===== config.mk =====
export PLATFORM = sky130hd
export DESIGN_NAME = psc_power_sequence_controller
export DESIGN_NICKNAME = d
export VERILOG_FILES = /design/src/psc_pkg.sv /design/src/psc_power_sequence_controller.sv
export SDC_FILE = /design/constraint.sdc
export NUM_CORES = 1
export LEC_CHECK = 0
export ABC_CLOCK_PERIOD_IN_PS = 3300
export BUFFER_PORTS_ARGS = -buffer_cell sky130_fd_sc_hd__buf_4
export CAP_MARGIN = 15
export CORE_ASPECT_RATIO = 1.4
export CORE_MARGIN = 2
export CORE_UTILIZATION = 51
export CTS_BUF_LIST = sky130_fd_sc_hd__clkbuf_2 sky130_fd_sc_hd__clkbuf_4 sky130_fd_sc_hd__clkbuf_8
export DETAILED_ROUTE_END_ITERATION = 10
export GPL_ROUTABILITY_DRIVEN = 0
export GPL_TIMING_DRIVEN = 0
export PLACE_DENSITY = 0.86
export SLEW_MARGIN = 20
export SYNTH_ARGS = -nofsm -noshare
export SYNTH_HDL_FRONTEND = slang
export SYNTH_SLANG_ARGS = --single-unit

===== constraint.sdc =====
create_clock -name sys_clk -period 3.3 [get_ports sys_clk]
set_input_delay 0.495 -clock sys_clk [delete_from_list [all_inputs] [get_ports sys_clk]]
set_output_delay 0.495 -clock sys_clk [all_outputs]
set_load 0.03 [all_outputs]

===== src/psc_pkg.sv =====
/*
 * Package for the power sequence controller: resource indices, slot
 * assignments and boot defaults, timing counts and the carrier structs.
 * Assumes a 100 MHz system clock; the slow slot tick is derived from it.
 */
package psc_pkg;

    // clock and slot timing
    localparam int CLK_HZ = 100_000_000;
    localparam int SLOT_SHORT_US = 500;
    localparam int SLOT_LONG_US = 2000;
    localparam int SLOT_SHORT_CYC = SLOT_SHORT_US * (CLK_HZ / 1_000_000);
    localparam int SLOT_LONG_CYC = SLOT_LONG_US * (CLK_HZ / 1_000_000);
    localparam int NUM_SLOTS = 15;

    // resource vector: bit positions
    localparam int NUM_RES = 19;
    localparam int RES_CORE_A = 0;
    localparam int RES_CORE_B = 1;
    localparam int RES_IO = 2;
    localparam int RES_EXT_FET = 3;
    localparam int RES_REG1 = 4;
    localparam int RES_REG2 = 5;
    localparam int RES_REG3 = 6;
    localparam int RES_REG4 = 7;
    localparam int RES_REG5 = 8;
    localparam int RES_REG6 = 9;
    localparam int RES_REG7 = 10;
    localparam int RES_REG8 = 11;
    localparam int RES_CLK_OUT = 12;
    localparam int RES_SYS_RST = 13;
    localparam int RES_EN_GP0 = 14;
    localparam int RES_EN_GP2 = 15;
    localparam int RES_EN_GP6 = 16;
    localparam int RES_EN_GP7 = 17;
    localparam int RES_SPARE = 18;

    // slot code 0 means not assigned; 1..15 are slots
    localparam logic [3:0] SLOT_OFF = 4'h0;
    localparam logic [NUM_RES*4-1:0] FIXED_SLOTS = {
        4'h0, // spare
        4'h5, 4'h6, 4'h0, 4'h1, // enable pins 7,6,2,0
        4'ha, 4'h5, // system reset, clock out
        4'h7, 4'h5, 4'h0, 4'h0, 4'h2, 4'h0, 4'h7, 4'h0, // regulators 8..1
        4'h0, 4'h4, 4'h6, 4'h3 // ext fet, io, core b, core a
    };

    // boot voltage codes (16 entries): 0.6,0.7,0.8,0.85,...,1.35,1.4,1.5
    // index 10 in the code list above; 9 would be 1.15 V
    localparam logic [3:0] CORE_A_BOOT_CODE = 4'ha; // 1.2 V
    localparam logic [3:0] CORE_B_BOOT_CODE = 4'hf; // 1.5 V
    localparam logic [3:0] EXT_FET_BOOT_CODE = 4'h0;
    localparam logic [1:0] IO_BOOT_CODE = 2'h1; // 1.8 V
    localparam logic GAIN_X1 = 1'b0;

    // boot mode strap
    typedef enum logic [2:0] {
        PSC_BOOT_FIXED = 3'h1,
        PSC_BOOT_EEPROM = 3'h2,
        PSC_BOOT_TEST = 3'h4
    } psc_boot_e;

    typedef enum logic [5:0] {
        PSC_ST_OFF = 6'h01,
        PSC_ST_SEQ_ON = 6'h02,
        PSC_ST_ACTIVE = 6'h04,
        PSC_ST_SLEEP = 6'h08,
        PSC_ST_SEQ_OFF = 6'h10,
        PSC_ST_STRAP = 6'h20
    } psc_state_e;

    // sleep entry inputs
    typedef struct packed {
        logic sleep_pin;
        logic sleep_pol_inv;
        logic sleep_request_bit;
        logic interrupt_output_pin;
        logic int_pol_high;
    } psc_sleep_s;

    // reset sources
    typedef struct packed {
        logic por_n;
        logic long_press_reset_bit;
        logic off_and_reset_bit;
        logic hard_reset_input;
    } psc_rst_s;

    // boot configuration applied to the converters
    typedef struct packed {
        logic [3:0] core_a_code;
        logic [3:0] core_b_code;
        logic [3:0] ext_fet_code;
        logic [1:0] io_code;
        logic core_a_gain;
        logic [1:0] core_b_gain;
        logic core_a_pulse_skip_bit;
        logic core_b_pulse_skip_bit;
        logic io_pulse_skip_bit;
    } psc_boot_cfg_s;

endpackage : psc_pkg


===== src/psc_power_sequence_controller.sv =====
/*
 * Power sequence controller: power state machine (off, sequenced on,
 * active, sleep, sequenced or simultaneous off), three reset scopes,
 * boot strap sampling and fixed boot defaults.
 * Assumes all inputs synchronous to sys_clk; eeprom slot table and
 * voltage codes arrive as static ports; analog parts live elsewhere.
 */
// Operation
// - sleep needs the sleep pin active; active low unless polarity inverted
// - sleep needs the sleep-request bit set to one
// - no sleep while an unmasked interrupt is pending
// - software drives sleep by the request bit or by the pin
// - power-on reset clears all digital logic
// - general reset from long-press, off-and-reset or hard-reset input
// - turnoff reset reinitialises power handling while off
// - off-to-active runs fifteen slots enabling assigned resources
// - each slot lasts 0.5 ms or 2 ms
// - unassigned resources stay off; their voltage field stays writable
// - power-off disables everything at once by default
// - reverse-off bit powers off in reverse slot order
// - core and ext-fet boot voltages use sixteen codes
// - regulator boot levels in 50 mV or 100 mV steps
// - strap: floating test, zero fixed, one eeprom boot
// - strap pad disabled once sampled
// - fixed boot: core a 1.2 V, gain x1, slot 3
// - fixed boot: core b 1.5 V, gain x1, slot 6
// - fixed boot: io converter 1.8 V, slot 4
// - fixed boot: pulse skip on for both cores and io
// - core b gain x1 or x3; core a gain x1 or x2
// - fixed boot: ext-fet controller unassigned and off
// - slot-duration bit zero gives 0.5 ms, one gives 2 ms
// - in sleep, selected supplies go to low-power mode
`timescale 1ns/1ns
module psc_power_sequence_controller #(
    parameter int SLOT_SHORT = psc_pkg::SLOT_SHORT_CYC,
    parameter int SLOT_LONG = psc_pkg::SLOT_LONG_CYC
) (
    // clock and reset
    input wire logic sys_clk,
    input wire logic srst,
    // reset sources
    input wire psc_pkg::psc_rst_s rst_src,
    // power control
    input wire logic power_on_request,
    input wire logic reverse_poweroff_bit,
    input wire logic slot_duration_bit,
    // sleep control
    input wire psc_pkg::psc_sleep_s sleep_in,
    input wire logic [psc_pkg::NUM_RES-1:0] sleep_lp_select,
    // boot strap pad: level and floating detect
    input wire logic boot_mode_strap,
    input wire logic boot_strap_floating,
    // eeprom boot configuration
    input wire logic [psc_pkg::NUM_RES*4-1:0] eeprom_slots,
    input wire psc_pkg::psc_boot_cfg_s eeprom_cfg,
    // software voltage writes, honoured while a rail is off
    input wire logic sel_wr,
    input wire logic [1:0] sel_wr_target,
    input wire logic [3:0] sel_wr_code,
    // outputs
    output logic [psc_pkg::NUM_RES-1:0] res_enable,
    output logic [psc_pkg::NUM_RES-1:0] res_low_power,
    output logic low_freq_clock_output_en,
    output logic system_reset_output,
    output psc_pkg::psc_boot_cfg_s boot_cfg,
    output psc_pkg::psc_boot_e boot_mode,
    output logic strap_pad_enable,
    output psc_pkg::psc_state_e pwr_state,
    output logic general_reset,
    output logic turnoff_reset
);

    // slot counter is 24 bits wide; refuse lengths it cannot hold
    if (SLOT_SHORT < 1 || SLOT_LONG < SLOT_SHORT || SLOT_LONG > 2**24 - 1) begin : g_bad_slot
        $error("slot lengths out of range");
    end

    typedef struct packed {
        psc_pkg::psc_state_e state;
        psc_pkg::psc_boot_e boot;
        logic strap_done;
        logic [23:0] tick_cnt;
        logic [3:0] slot;
        logic [psc_pkg::NUM_RES-1:0] en;
        logic [psc_pkg::NUM_RES-1:0] lp;
        psc_pkg::psc_boot_cfg_s cfg;
        logic [psc_pkg::NUM_RES*4-1:0] slots;
    } psc_state_s;

    psc_state_s st_reg;
    psc_state_s st_next;

    logic sleep_pin_active;
    logic irq_pending;
    logic sleep_ok;
    logic gen_rst;
    logic [23:0] slot_len;
    logic tick;

    assign sleep_pin_active = sleep_in.sleep_pin ^ ~sleep_in.sleep_pol_inv;
    assign irq_pending = sleep_in.interrupt_output_pin ^ ~sleep_in.int_pol_high;
    assign sleep_ok = sleep_pin_active && sleep_in.sleep_request_bit
        && !irq_pending;
    assign gen_rst = rst_src.long_press_reset_bit || rst_src.off_and_reset_bit
        || rst_src.hard_reset_input;
    // slot-duration bit picks the slot length
    assign slot_len = slot_duration_bit ? 24'(SLOT_LONG) : 24'(SLOT_SHORT);
    assign tick = (st_reg.tick_cnt == slot_len - 24'h1);

    // resources whose slot equals s
    function automatic logic [psc_pkg::NUM_RES-1:0] in_slot(
        input logic [psc_pkg::NUM_RES*4-1:0] tbl,
        input logic [3:0] s
    );
        logic [psc_pkg::NUM_RES-1:0] m;
        m = '0;
        for (int i = 0; i < psc_pkg::NUM_RES; i++) begin
            m[i] = (tbl[i*4 +: 4] == s) && (s != psc_pkg::SLOT_OFF);
        end
        return m;
    endfunction : in_slot

    always_comb begin
        st_next = st_reg;
        st_next.tick_cnt = tick ? 24'h0 : st_reg.tick_cnt + 24'h1;
        case (st_reg.state)
            psc_pkg::PSC_ST_STRAP: begin
                // strap sampled once, pad then switched off
                if (boot_strap_floating) begin
                    st_next.boot = psc_pkg::PSC_BOOT_TEST;
                end else if (boot_mode_strap) begin
                    st_next.boot = psc_pkg::PSC_BOOT_EEPROM;
                end else begin
                    st_next.boot = psc_pkg::PSC_BOOT_FIXED;
                end
                st_next.strap_done = 1'b1;
                if (boot_strap_floating || boot_mode_strap) begin
                    st_next.slots = eeprom_slots;
                    st_next.cfg = eeprom_cfg;
                end else begin
                    st_next.slots = psc_pkg::FIXED_SLOTS;
                    st_next.cfg.core_a_code = psc_pkg::CORE_A_BOOT_CODE;
                    st_next.cfg.core_b_code = psc_pkg::CORE_B_BOOT_CODE;
                    st_next.cfg.ext_fet_code = psc_pkg::EXT_FET_BOOT_CODE;
                    st_next.cfg.io_code = psc_pkg::IO_BOOT_CODE;
                    st_next.cfg.core_a_gain = psc_pkg::GAIN_X1;
                    st_next.cfg.core_b_gain = {1'b0, psc_pkg::GAIN_X1};
                    st_next.cfg.core_a_pulse_skip_bit = 1'b1;
                    st_next.cfg.core_b_pulse_skip_bit = 1'b1;
                    st_next.cfg.io_pulse_skip_bit = 1'b1;
                end
                st_next.state = psc_pkg::PSC_ST_OFF;
            end
            psc_pkg::PSC_ST_OFF: begin
                st_next.en = '0;
                st_next.lp = '0;
                if (power_on_request && !gen_rst) begin
                    st_next.state = psc_pkg::PSC_ST_SEQ_ON;
                    st_next.slot = 4'h1;
                    st_next.tick_cnt = 24'h0;
                    st_next.en = in_slot(st_reg.slots, 4'h1);
                end
            end
            psc_pkg::PSC_ST_SEQ_ON: begin
                if (!power_on_request) begin
                    st_next.state = psc_pkg::PSC_ST_SEQ_OFF;
                    st_next.slot = psc_pkg::NUM_SLOTS[3:0];
                    st_next.tick_cnt = 24'h0;
                end else if (tick) begin
                    if (st_reg.slot == psc_pkg::NUM_SLOTS[3:0]) begin
                        st_next.state = psc_pkg::PSC_ST_ACTIVE;
                    end else begin
                        st_next.slot = st_reg.slot + 4'h1;
                        st_next.en = st_reg.en | in_slot(st_reg.slots, st_reg.slot + 4'h1);
                    end
                end
            end
            psc_pkg::PSC_ST_ACTIVE: begin
                st_next.lp = '0;
                if (!power_on_request) begin
                    st_next.state = psc_pkg::PSC_ST_SEQ_OFF;
                    st_next.slot = psc_pkg::NUM_SLOTS[3:0];
                    st_next.tick_cnt = 24'h0;
                end else if (sleep_ok) begin
                    st_next.state = psc_pkg::PSC_ST_SLEEP;
                    st_next.lp = sleep_lp_select & st_reg.en;
                end
            end
            psc_pkg::PSC_ST_SLEEP: begin
                if (!power_on_request) begin
                    st_next.state = psc_pkg::PSC_ST_SEQ_OFF;
                    st_next.lp = '0;
                    st_next.slot = psc_pkg::NUM_SLOTS[3:0];
                    st_next.tick_cnt = 24'h0;
                end else if (!sleep_ok) begin
                    st_next.state = psc_pkg::PSC_ST_ACTIVE;
                    st_next.lp = '0;
                end
            end
            psc_pkg::PSC_ST_SEQ_OFF: begin
                if (!reverse_poweroff_bit) begin
                    st_next.en = '0;
                    st_next.state = psc_pkg::PSC_ST_OFF;
                end else begin
                    // last slot's resources drop first
                    st_next.en = st_reg.en & ~in_slot(st_reg.slots, st_reg.slot);
                    if (tick) begin
                        if (st_reg.slot == 4'h1) begin
                            st_next.state = psc_pkg::PSC_ST_OFF;
                        end else begin
                            st_next.slot = st_reg.slot - 4'h1;
                        end
                    end
                end
            end
            default: begin
                st_next.state = psc_pkg::PSC_ST_OFF;
            end
        endcase
        // voltage codes writable only while the rail is off
        if (sel_wr) begin
            case (sel_wr_target)
                2'h0: if (!st_reg.en[psc_pkg::RES_CORE_A]) st_next.cfg.core_a_code = sel_wr_code;
                2'h1: if (!st_reg.en[psc_pkg::RES_CORE_B]) st_next.cfg.core_b_code = sel_wr_code;
                2'h2: if (!st_reg.en[psc_pkg::RES_EXT_FET]) st_next.cfg.ext_fet_code = sel_wr_code;
                default: if (!st_reg.en[psc_pkg::RES_IO]) st_next.cfg.io_code = sel_wr_code[1:0];
            endcase
        end
        // general reset drops power handling but keeps strap and boot config
        if (gen_rst) begin
            st_next.state = psc_pkg::PSC_ST_OFF;
            st_next.en = '0;
            st_next.lp = '0;
            st_next.slot = 4'h0;
            st_next.tick_cnt = 24'h0;
        end
    end

    // full reset from srst or a supply-loss por
    always_ff @(posedge sys_clk) begin
        if (srst || !rst_src.por_n) begin
            st_reg <= '{state: psc_pkg::PSC_ST_STRAP, boot: psc_pkg::PSC_BOOT_FIXED,
                default: '0};
        end else begin
            st_reg <= st_next;
        end
    end

    assign res_enable = st_reg.en;
    assign res_low_power = st_reg.lp;
    assign low_freq_clock_output_en = st_reg.en[psc_pkg::RES_CLK_OUT];
    assign system_reset_output = st_reg.en[psc_pkg::RES_SYS_RST];
    assign boot_cfg = st_reg.cfg;
    assign boot_mode = st_reg.boot;
    assign strap_pad_enable = !st_reg.strap_done;
    assign pwr_state = st_reg.state;
    assign general_reset = gen_rst;
    // turnoff scope: power handling held clear while off
    assign turnoff_reset = (st_reg.state == psc_pkg::PSC_ST_OFF);

endmodule : psc_power_sequence_controller


==> results by group, run 1 <==
Timing
  • Final setup TNS: 0 ns
  • Slew at the pin closest to its max-slew limit: 1.017 ns
  • Max-slew violations: 0
  • Tmin final: 3.129 ns
  • Final setup vio count: 0
  • Worst Hold Slack: 0.2344 ns
  • Final period util: between 90% and 100%
  • Final Hold Viols: 0
  • RSZ-0062 raised after global routing: false
  • Max_slew headroom: 32.19%
  • Final Worst Setup Slack: 0.1709 ns
  • Clk_skew: 0.007542 ns
  • Fmax: 319.6 MHz

Global routing
  • Met2 Use GR: 52.27%
  • Total Routing Usage GR: approximately 30%
  • Met3 usage: 8.173%
  • Grt peak-use layer: met2
  • Remaining global-route overflow: 0
  • Initial antenna violation count: 0
  • Vias in the first global route: 9487
  • First-pass GRT wire length: 46.59 mm
  • GR Layer Usage met1: 31.89%
  • Pin count of the biggest net entering global routing: 17

Yosys
  • Synth Net Count: approximately 1400
  • Syn_area_per_cell: approximately 7.8 µm²
  • Synth area leaders: dfxtp_1 36%, xor2_1 8.4%, nand2_1 6.6%, xnor2_1 6.0%, nor2_1 5.7%
  • Synth top area share: 36.23%
  • Post-synth EDFFs: 0
  • Largest area contributor in the netlist: dfxtp_1
  • Ys Warns: 0
  • Synthesis-stage register bit count: 172
  • Sequential area share after synthesis: a little over a third
  • Synth async-reset ratio: 0%
  • Count of cell types in the netlist: 60
  • Commonest register cell after synthesis: dfxtp_1
  • Mapped Area: approximately 9500 µm²
  • Synth Instances: around 1200

Worst setup path
  • CP max-delay cell: or4_1
  • Kind of cell adding the most delay to the critical path: buffers and inverters
  • Critical path fanouts, max: 10
  • Crit path top cell by count: clkbuf_4
  • Data arrival, critical path: 3.56 ns
  • Critical path capture point type: flip-flop
  • Worst-path cell chain: buf_2 > clkbuf_4 > buf_4 > inv_1 > ha_1 > clkbuf_4 > xor2_1 > or4_1 > o22ai_1 > nand2_1 > a21oi_1
  • Largest stage delay on the critical path: 0.47 ns
  • Buf/Inv on CP: 5
  • Worst setup SP type: flip-flop
  • Critical path type: reg -> reg
  • Req. time, crit path: 3.73 ns

Final layout
  • Area grow syn2layout: 24.62%
  • Final Core Density: 64.17%
  • Most common cell after layout, fill and taps aside: buf_4
  • Nets@finish: between 1500 and 2000
  • Max reg flops: 105
  • Most frequent cells in the layout: 279 x buf_4, 172 x dfxtp_1, 166 x nand2_1, 144 x nor2_1, 94 x a21oi_1
  • Ant diodes: 0
  • Finished Cell Area: 11840 µm²
  • Fin cells: 1699
  • Layout cells sized above 1: between 20% and 30%
  • Filler cells: 1588

CTS
  • Postcts setup bufs: 0
  • CTS resizes: 5
  • Post-CTS Hold Buffers: 0
  • Clock sinks: around 170
  • Deepest clock path buffer count: 2
  • Clock Pin Slew Worst Setup and Hold Paths: 0.09 ns
  • CTS Root Cell: clkbuf_8
  • H-tree depth: 4
  • Cts bufs inserted: 17
  • Clock Latency Late Sink: around 0.5 ns
  • TritonCTS clock tree: yes

Routing
  • Vias per Instance: 5.734
  • Wirelength per Cell: 17.55 µm
  • Drt pass-1 iters: 5
  • Routed wire length: 29.83 mm
  • Via count: between 9000 and 10000
  • Antenna Nets Post-Route: 0
  • DRC Markers: 0
  • DR iter-0 viols: between 800 and 900

Power and ir drop
  • PwrDens: 375.5 nW/µm²
  • Total power: 4.447 mW
  • Max VDD drop: 0.0002660 V
  • Leakage: 4.952 nW

Placed design
  • IO Port Bufs: 209
  • Dpl cell area: between 10000 and 15000 µm²
  • HPWL Detailed: between 20 and 25 mm
  • Placed instance count: approximately 1700
  • Placement Setup Slack: -0.6784 ns

Flow run
  • Max_cap viols: 0

Outcome
  • Status: complete, no violations

Floorplanning
  • Starting Density: 51.49%
  • Die W: 119.4 µm
  • Core Area: about 18000 µm²
  • DIE HEIGHT: about 170 µm
  • Row cnt: 59
  • Die Area: 19760 µm²
  • Ports: 210

Worst hold path
  • Hold Path Class: in -> reg
[synthesized netlist by cell type, types with 2 or more instances]
| master | count |
|---|---|
| nand3_1 | 27 |
| inv_1 | 10 |
| buf_1 | 12 |
| or3_1 | 3 |
| or2_2 | 4 |
| a21oi_1 | 94 |
| buf_2 | 22 |
| xor2_1 | 91 |
| a32oi_1 | 19 |
| buf_4 | 69 |
| o22ai_1 | 19 |
| or4b_2 | 19 |
| dfxtp_1 | 172 |
| nand4_1 | 16 |
| nor4_1 | 3 |
| xnor2_1 | 65 |
| a311oi_1 | 7 |
| nand2b_1 | 4 |
| ha_1 | 6 |
| o21ai_0 | 28 |
| and3b_1 | 3 |
| o21ai_1 | 2 |
| clkbuf_1 | 45 |
| a32o_1 | 2 |
| nand3b_1 | 5 |
| nor4b_1 | 2 |
| or4_1 | 7 |
| nor3_1 | 77 |
| nand2_1 | 166 |
| a2111o_1 | 2 |
| a31oi_1 | 24 |
| a211oi_1 | 2 |
| mux2i_1 | 2 |
| nor2b_1 | 2 |
| nor2_1 | 144 |
| and2_1 | 3 |
| o2111ai_1 | 2 |
| and3_1 | 7 |
| o31ai_1 | 5 |
| a21o_1 | 2 |
[power by group]
| part | switching (mW) | internal [mW] | leakage [nW] |
|---|---|---|---|
| Combinational | 0.309 | 0.270 | 3.34 |
| Clock | 0.810 | 0.865 | 0.211 |
| Sequential | 0.0647 | 2.13 | 1.40 |
| Total | 1.18 | 3.26 | 4.95 |
[layout make-up]
type / count / area [µm²] / share of cell area, %
Sequential cell: 172 / 3443 / 29.08
Tap cell: 244 / 305.3 / 2.578
Multi-Input combinational cell: 884 / 5180 / 43.74
Clock buffer: 19 / 261.5 / 2.208
Inverter: 10 / 37.54 / 0.3170
Clock inverter: 13 / 188.9 / 1.595
Buffer: 148 / 857.1 / 7.237
Timing Repair Buffer: 209 / 1569 / 13.25
[kinds of logic after synthesis]
family	after synthesis	synth area share, %
xor gates and xnor gates	157	14.55
DFF	172	36.23
muxes	2	0.2107
AOI/OAI and AO/OA	222	14.50
and+or+nand+nor	497	24.46
adders and majority gates	6	0.7900
buffers and inverters	158	9.256
[routing by layer]
metal | vias up | wire length (µm)
li1 | 4574 | -
met1 | 4498 | 10510
met2 | 534 | 14570
met3 | 136 | 2767
met4 | 0 | 1980
met5 | - | 0
[worst min-delay path, cell delays in order]
cell and delay [ns]:
buf_4 0.11, nand2_1 0.04, a21oi_1 0.05
[final timing paths]
check	cells after the start	from	slack, ns	to
setup reg to reg	11	st_reg[134]$_SDFFE_PP0P_	0.17	res_enable[8]$_SDFFE_PP0P_
hold / removal	3	eeprom_slots[49]	0.23	st_reg[49]$_SDFFE_PP0N_
hold reg to reg	1	st_reg[138]$_SDFF_PP0_	0.46	st_reg[138]$_SDFF_PP0_
setup / recovery	11	st_reg[134]$_SDFFE_PP0P_	0.17	res_enable[8]$_SDFFE_PP0P_
No activity file was read; power rests on OpenSTA's default activity.
==> inputs of run 2 (changes only) <==
- CORE_UTILIZATION: 51 -> 25
- PLACE_DENSITY: 0.86 -> 0.53
==> run 2 against run 1 <==
Effect of this change: final cell count increased by 14%; largest cell class unchanged; worst setup slack improved by 0.0030 ns; cell area increased by 2.1%; register-to-register slack about the same; sequential power about the same.
==> results by group, run 2 (synthesis gave the netlist of run 1 again) <==
Outcome
  • Status: complete, no violations

Routing
  • Drt pass-1 iters: 5 (unchanged)
  • Via count: 9450 (-3.0%)
  • DR iter-0 viols: 512 (-37%)
  • Vias per Instance: 4.899 (-15%)
  • Routed length on met3: 2.219 mm (-20%)
  • Met2 WL: 17.47 mm (+20%)
  • Wire length on met1: 13.65 mm (+30%)
  • Top routing layer in use: met4
  • DRC Markers: 0 (unchanged)
  • Routed wire length: 34.79 mm (+17%)
  • Wirelength per Cell: 18.03 µm (+2.7%)
  • Antenna Nets Post-Route: 0 (unchanged)

Timing
  • Fmax: 319.9 MHz (about the same)
  • Final Hold Viols: 0 (unchanged)
  • Max-slew violations: 0 (unchanged)
  • Clk_skew: 0.01541 ns (+0.007872 ns)
  • Slew at the pin closest to its max-slew limit: 1.020 ns (+0.002861 ns)
  • Final period util: 94.73% (about the same)
  • Final setup vio count: 0 (unchanged)
  • Tmin final: 3.126 ns (-0.003025 ns)
  • Worst Hold Slack: 0.2302 ns (-0.004176 ns)
  • Max_slew headroom: 32.00% (-0.19 points)
  • Final Worst Setup Slack: 0.1739 ns (+0.003025 ns)
  • RSZ-0062 raised after global routing: false

CTS
  • Postcts setup bufs: 0 (unchanged)
  • CTS Root Cell: clkbuf_8
  • H-tree depth: 4 (unchanged)
  • Cts bufs inserted: 17 (unchanged)
  • TritonCTS clock tree: yes
  • Deepest clock path buffer count: 2 (unchanged)
  • Clock sinks: 172 (unchanged)
  • Clock Pin Slew Worst Setup and Hold Paths: 0.10 ns (about the same)
  • Clock Latency Late Sink: 0.51 ns (about the same)

Placed design
  • HPWL Detailed: 26.32 mm (+18%)
  • Placement Setup Slack: -0.9295 ns (-0.2511 ns)
  • IO Port Bufs: 209 (unchanged)

Floorplanning
  • Core Area: 37520 µm² (+100%)
  • Ports: 210 (unchanged)
  • DIE HEIGHT: 234.7 µm (+42%)
  • Die W: 168.8 µm (+41%)
  • Die Area: 39610 µm² (+100%)
  • Row cnt: 84 (+42%)
  • Starting Density: 25.33% (-26 points)

Global routing
  • Vias in the first global route: 9027 (-4.8%)
  • Pin count of the biggest net entering global routing: 17 (unchanged)
  • Remaining global-route overflow: 0 (unchanged)
  • First-pass GRT wire length: 52.20 mm (+12%)
  • Total Routing Usage GR: 17.29% (-13 points)
  • Initial antenna violation count: 1 (+1)

Power and ir drop
  • Max VDD drop: 0.0002249 V (-15%)
  • PwrDens: 361.7 nW/µm² (-3.7%)
  • Leakage: 4.947 nW (-0.12%)
  • Total power: 4.375 mW (-1.6%)

Final layout
  • Max reg flops: 105 (unchanged)
  • Area grow syn2layout: 27.27%
  • Filler cells: 3981 (+150%)
  • Layout cells sized above 1: 25.22% (+0.069 points)
  • Most common cell after layout, fill and taps aside: buf_4
  • Final Core Density: 32.23% (-32 points)
  • Nets@finish: 1586 (unchanged)
  • Most frequent cells in the layout: 280 x buf_4, 172 x dfxtp_1, 166 x nand2_1, 144 x nor2_1, 94 x a21oi_1

Worst setup path
  • Critical path capture point type: flip-flop
  • Data arrival, critical path: 3.57 ns (about the same)
  • R2r endpoint: st_reg[75]$_SDFFE_PP0N_
  • R2r startpoint: pwr_state[1]$_SDFFE_PP0P_
  • Critical path fanouts, max: 10 (unchanged)
  • Critical path type: reg -> reg
  • Req. time, crit path: 3.74 ns (about the same)
  • Worst setup SP type: flip-flop
  • Worst Reg-to-Reg Cells: 8 (-3)
  • Reg2reg setup slack: 0.17 ns (about the same)

Worst hold path
  • HP Start: eeprom_slots[34]
  • Worst hold path depth: 3 (unchanged)
  • Hold Path Class: in -> reg
  • Hold endpoint: st_reg[34]$_SDFFE_PP0N_

Flow run
  • Max_cap viols: 0 (unchanged)
[run 2: cell count changes in the layout (fill, tap and decap cells not counted), sizes merged]
cell      delta
bufinv       -2
diode        +1
clkinv       +2
buf          +1
clkinvlp     -2
inv          +1
[run 2: repair_timing]
| action | 4_1_cts | 5_1_grt |
|---|---|---|
| resized for setup | 11 | 6 |
| endpoints found under the setup margin | 18 | 12 |
| hold buffers | 0 | 0 |
[run 2: final cells by class]
class | instances | area, µm² | share of cell area [%]
clock inverters | 12 | 136.4 | 1.128
diodes | 1 | 2.502 | 0.02069
well taps | 473 | 591.8 | 4.893
clock buffers | 20 | 275.3 | 2.276
repair buffers | 209 | 1569 | 12.97
multi-input cells | 884 | 5180 | 42.83
inverters | 10 | 37.54 | 0.3104
flip-flops and latches | 172 | 3443 | 28.47
plain buffers | 148 | 858.3 | 7.097
[run 2: through the flow]
stage	instance area [µm²]	TNS, ns	std cells
CTS	12090	0	1928
finish	12090	0	1929
global placement	11660	-8.540	1896
floorplan	9503	0	1214
global route	12090	0	1929
detailed placement	11660	-9.970	1896
[run 2: layer usage]
metal	global-route usage, %	vias to the layer above
met3	3.638	66
li1	-	4578
met5	0	-
met1	19.34	4474
met4	9.065	0
met2	30.53	332
[run 2: power breakdown]
part | internal [mW] | switching [mW] | leakage (nW)
combinational | 0.270 | 0.322 | 3.35
clock | 0.737 | 0.852 | 0.202
sequential | 2.13 | 0.0637 | 1.40
total | 3.14 | 1.24 | 4.95
[run 2: worst max-delay path by stage]
stage                                         start                          end  slack, ns  cells after the start
after floorplan            st_reg[134]$_SDFFE_PP0P_  res_enable[10]$_SDFFE_PP0P_       0.35                     12
after global routing      pwr_state[1]$_SDFFE_PP0P_      st_reg[43]$_SDFFE_PP0N_       0.03                      8
after detailed placement   st_reg[135]$_SDFFE_PP0P_  res_enable[12]$_SDFFE_PP0P_      -0.93                     11
after global placement     st_reg[135]$_SDFFE_PP0P_  res_enable[12]$_SDFFE_PP0P_      -0.85                     11
final                     pwr_state[1]$_SDFFE_PP0P_      st_reg[75]$_SDFFE_PP0N_       0.17                      8
after CTS                  st_reg[134]$_SDFFE_PP0P_  res_enable[11]$_SDFFE_PP0P_       0.06                     12
[run 2: worst max-delay path: stages (launching register included)]
cell and delay, ns:
dfxtp_1 0.34, clkbuf_1 0.21, nor4_1 0.51, and3b_1 0.23
buf_2 0.26, buf_2 0.45, buf_1 0.67, nand2_1 0.23
a21oi_1 0.16
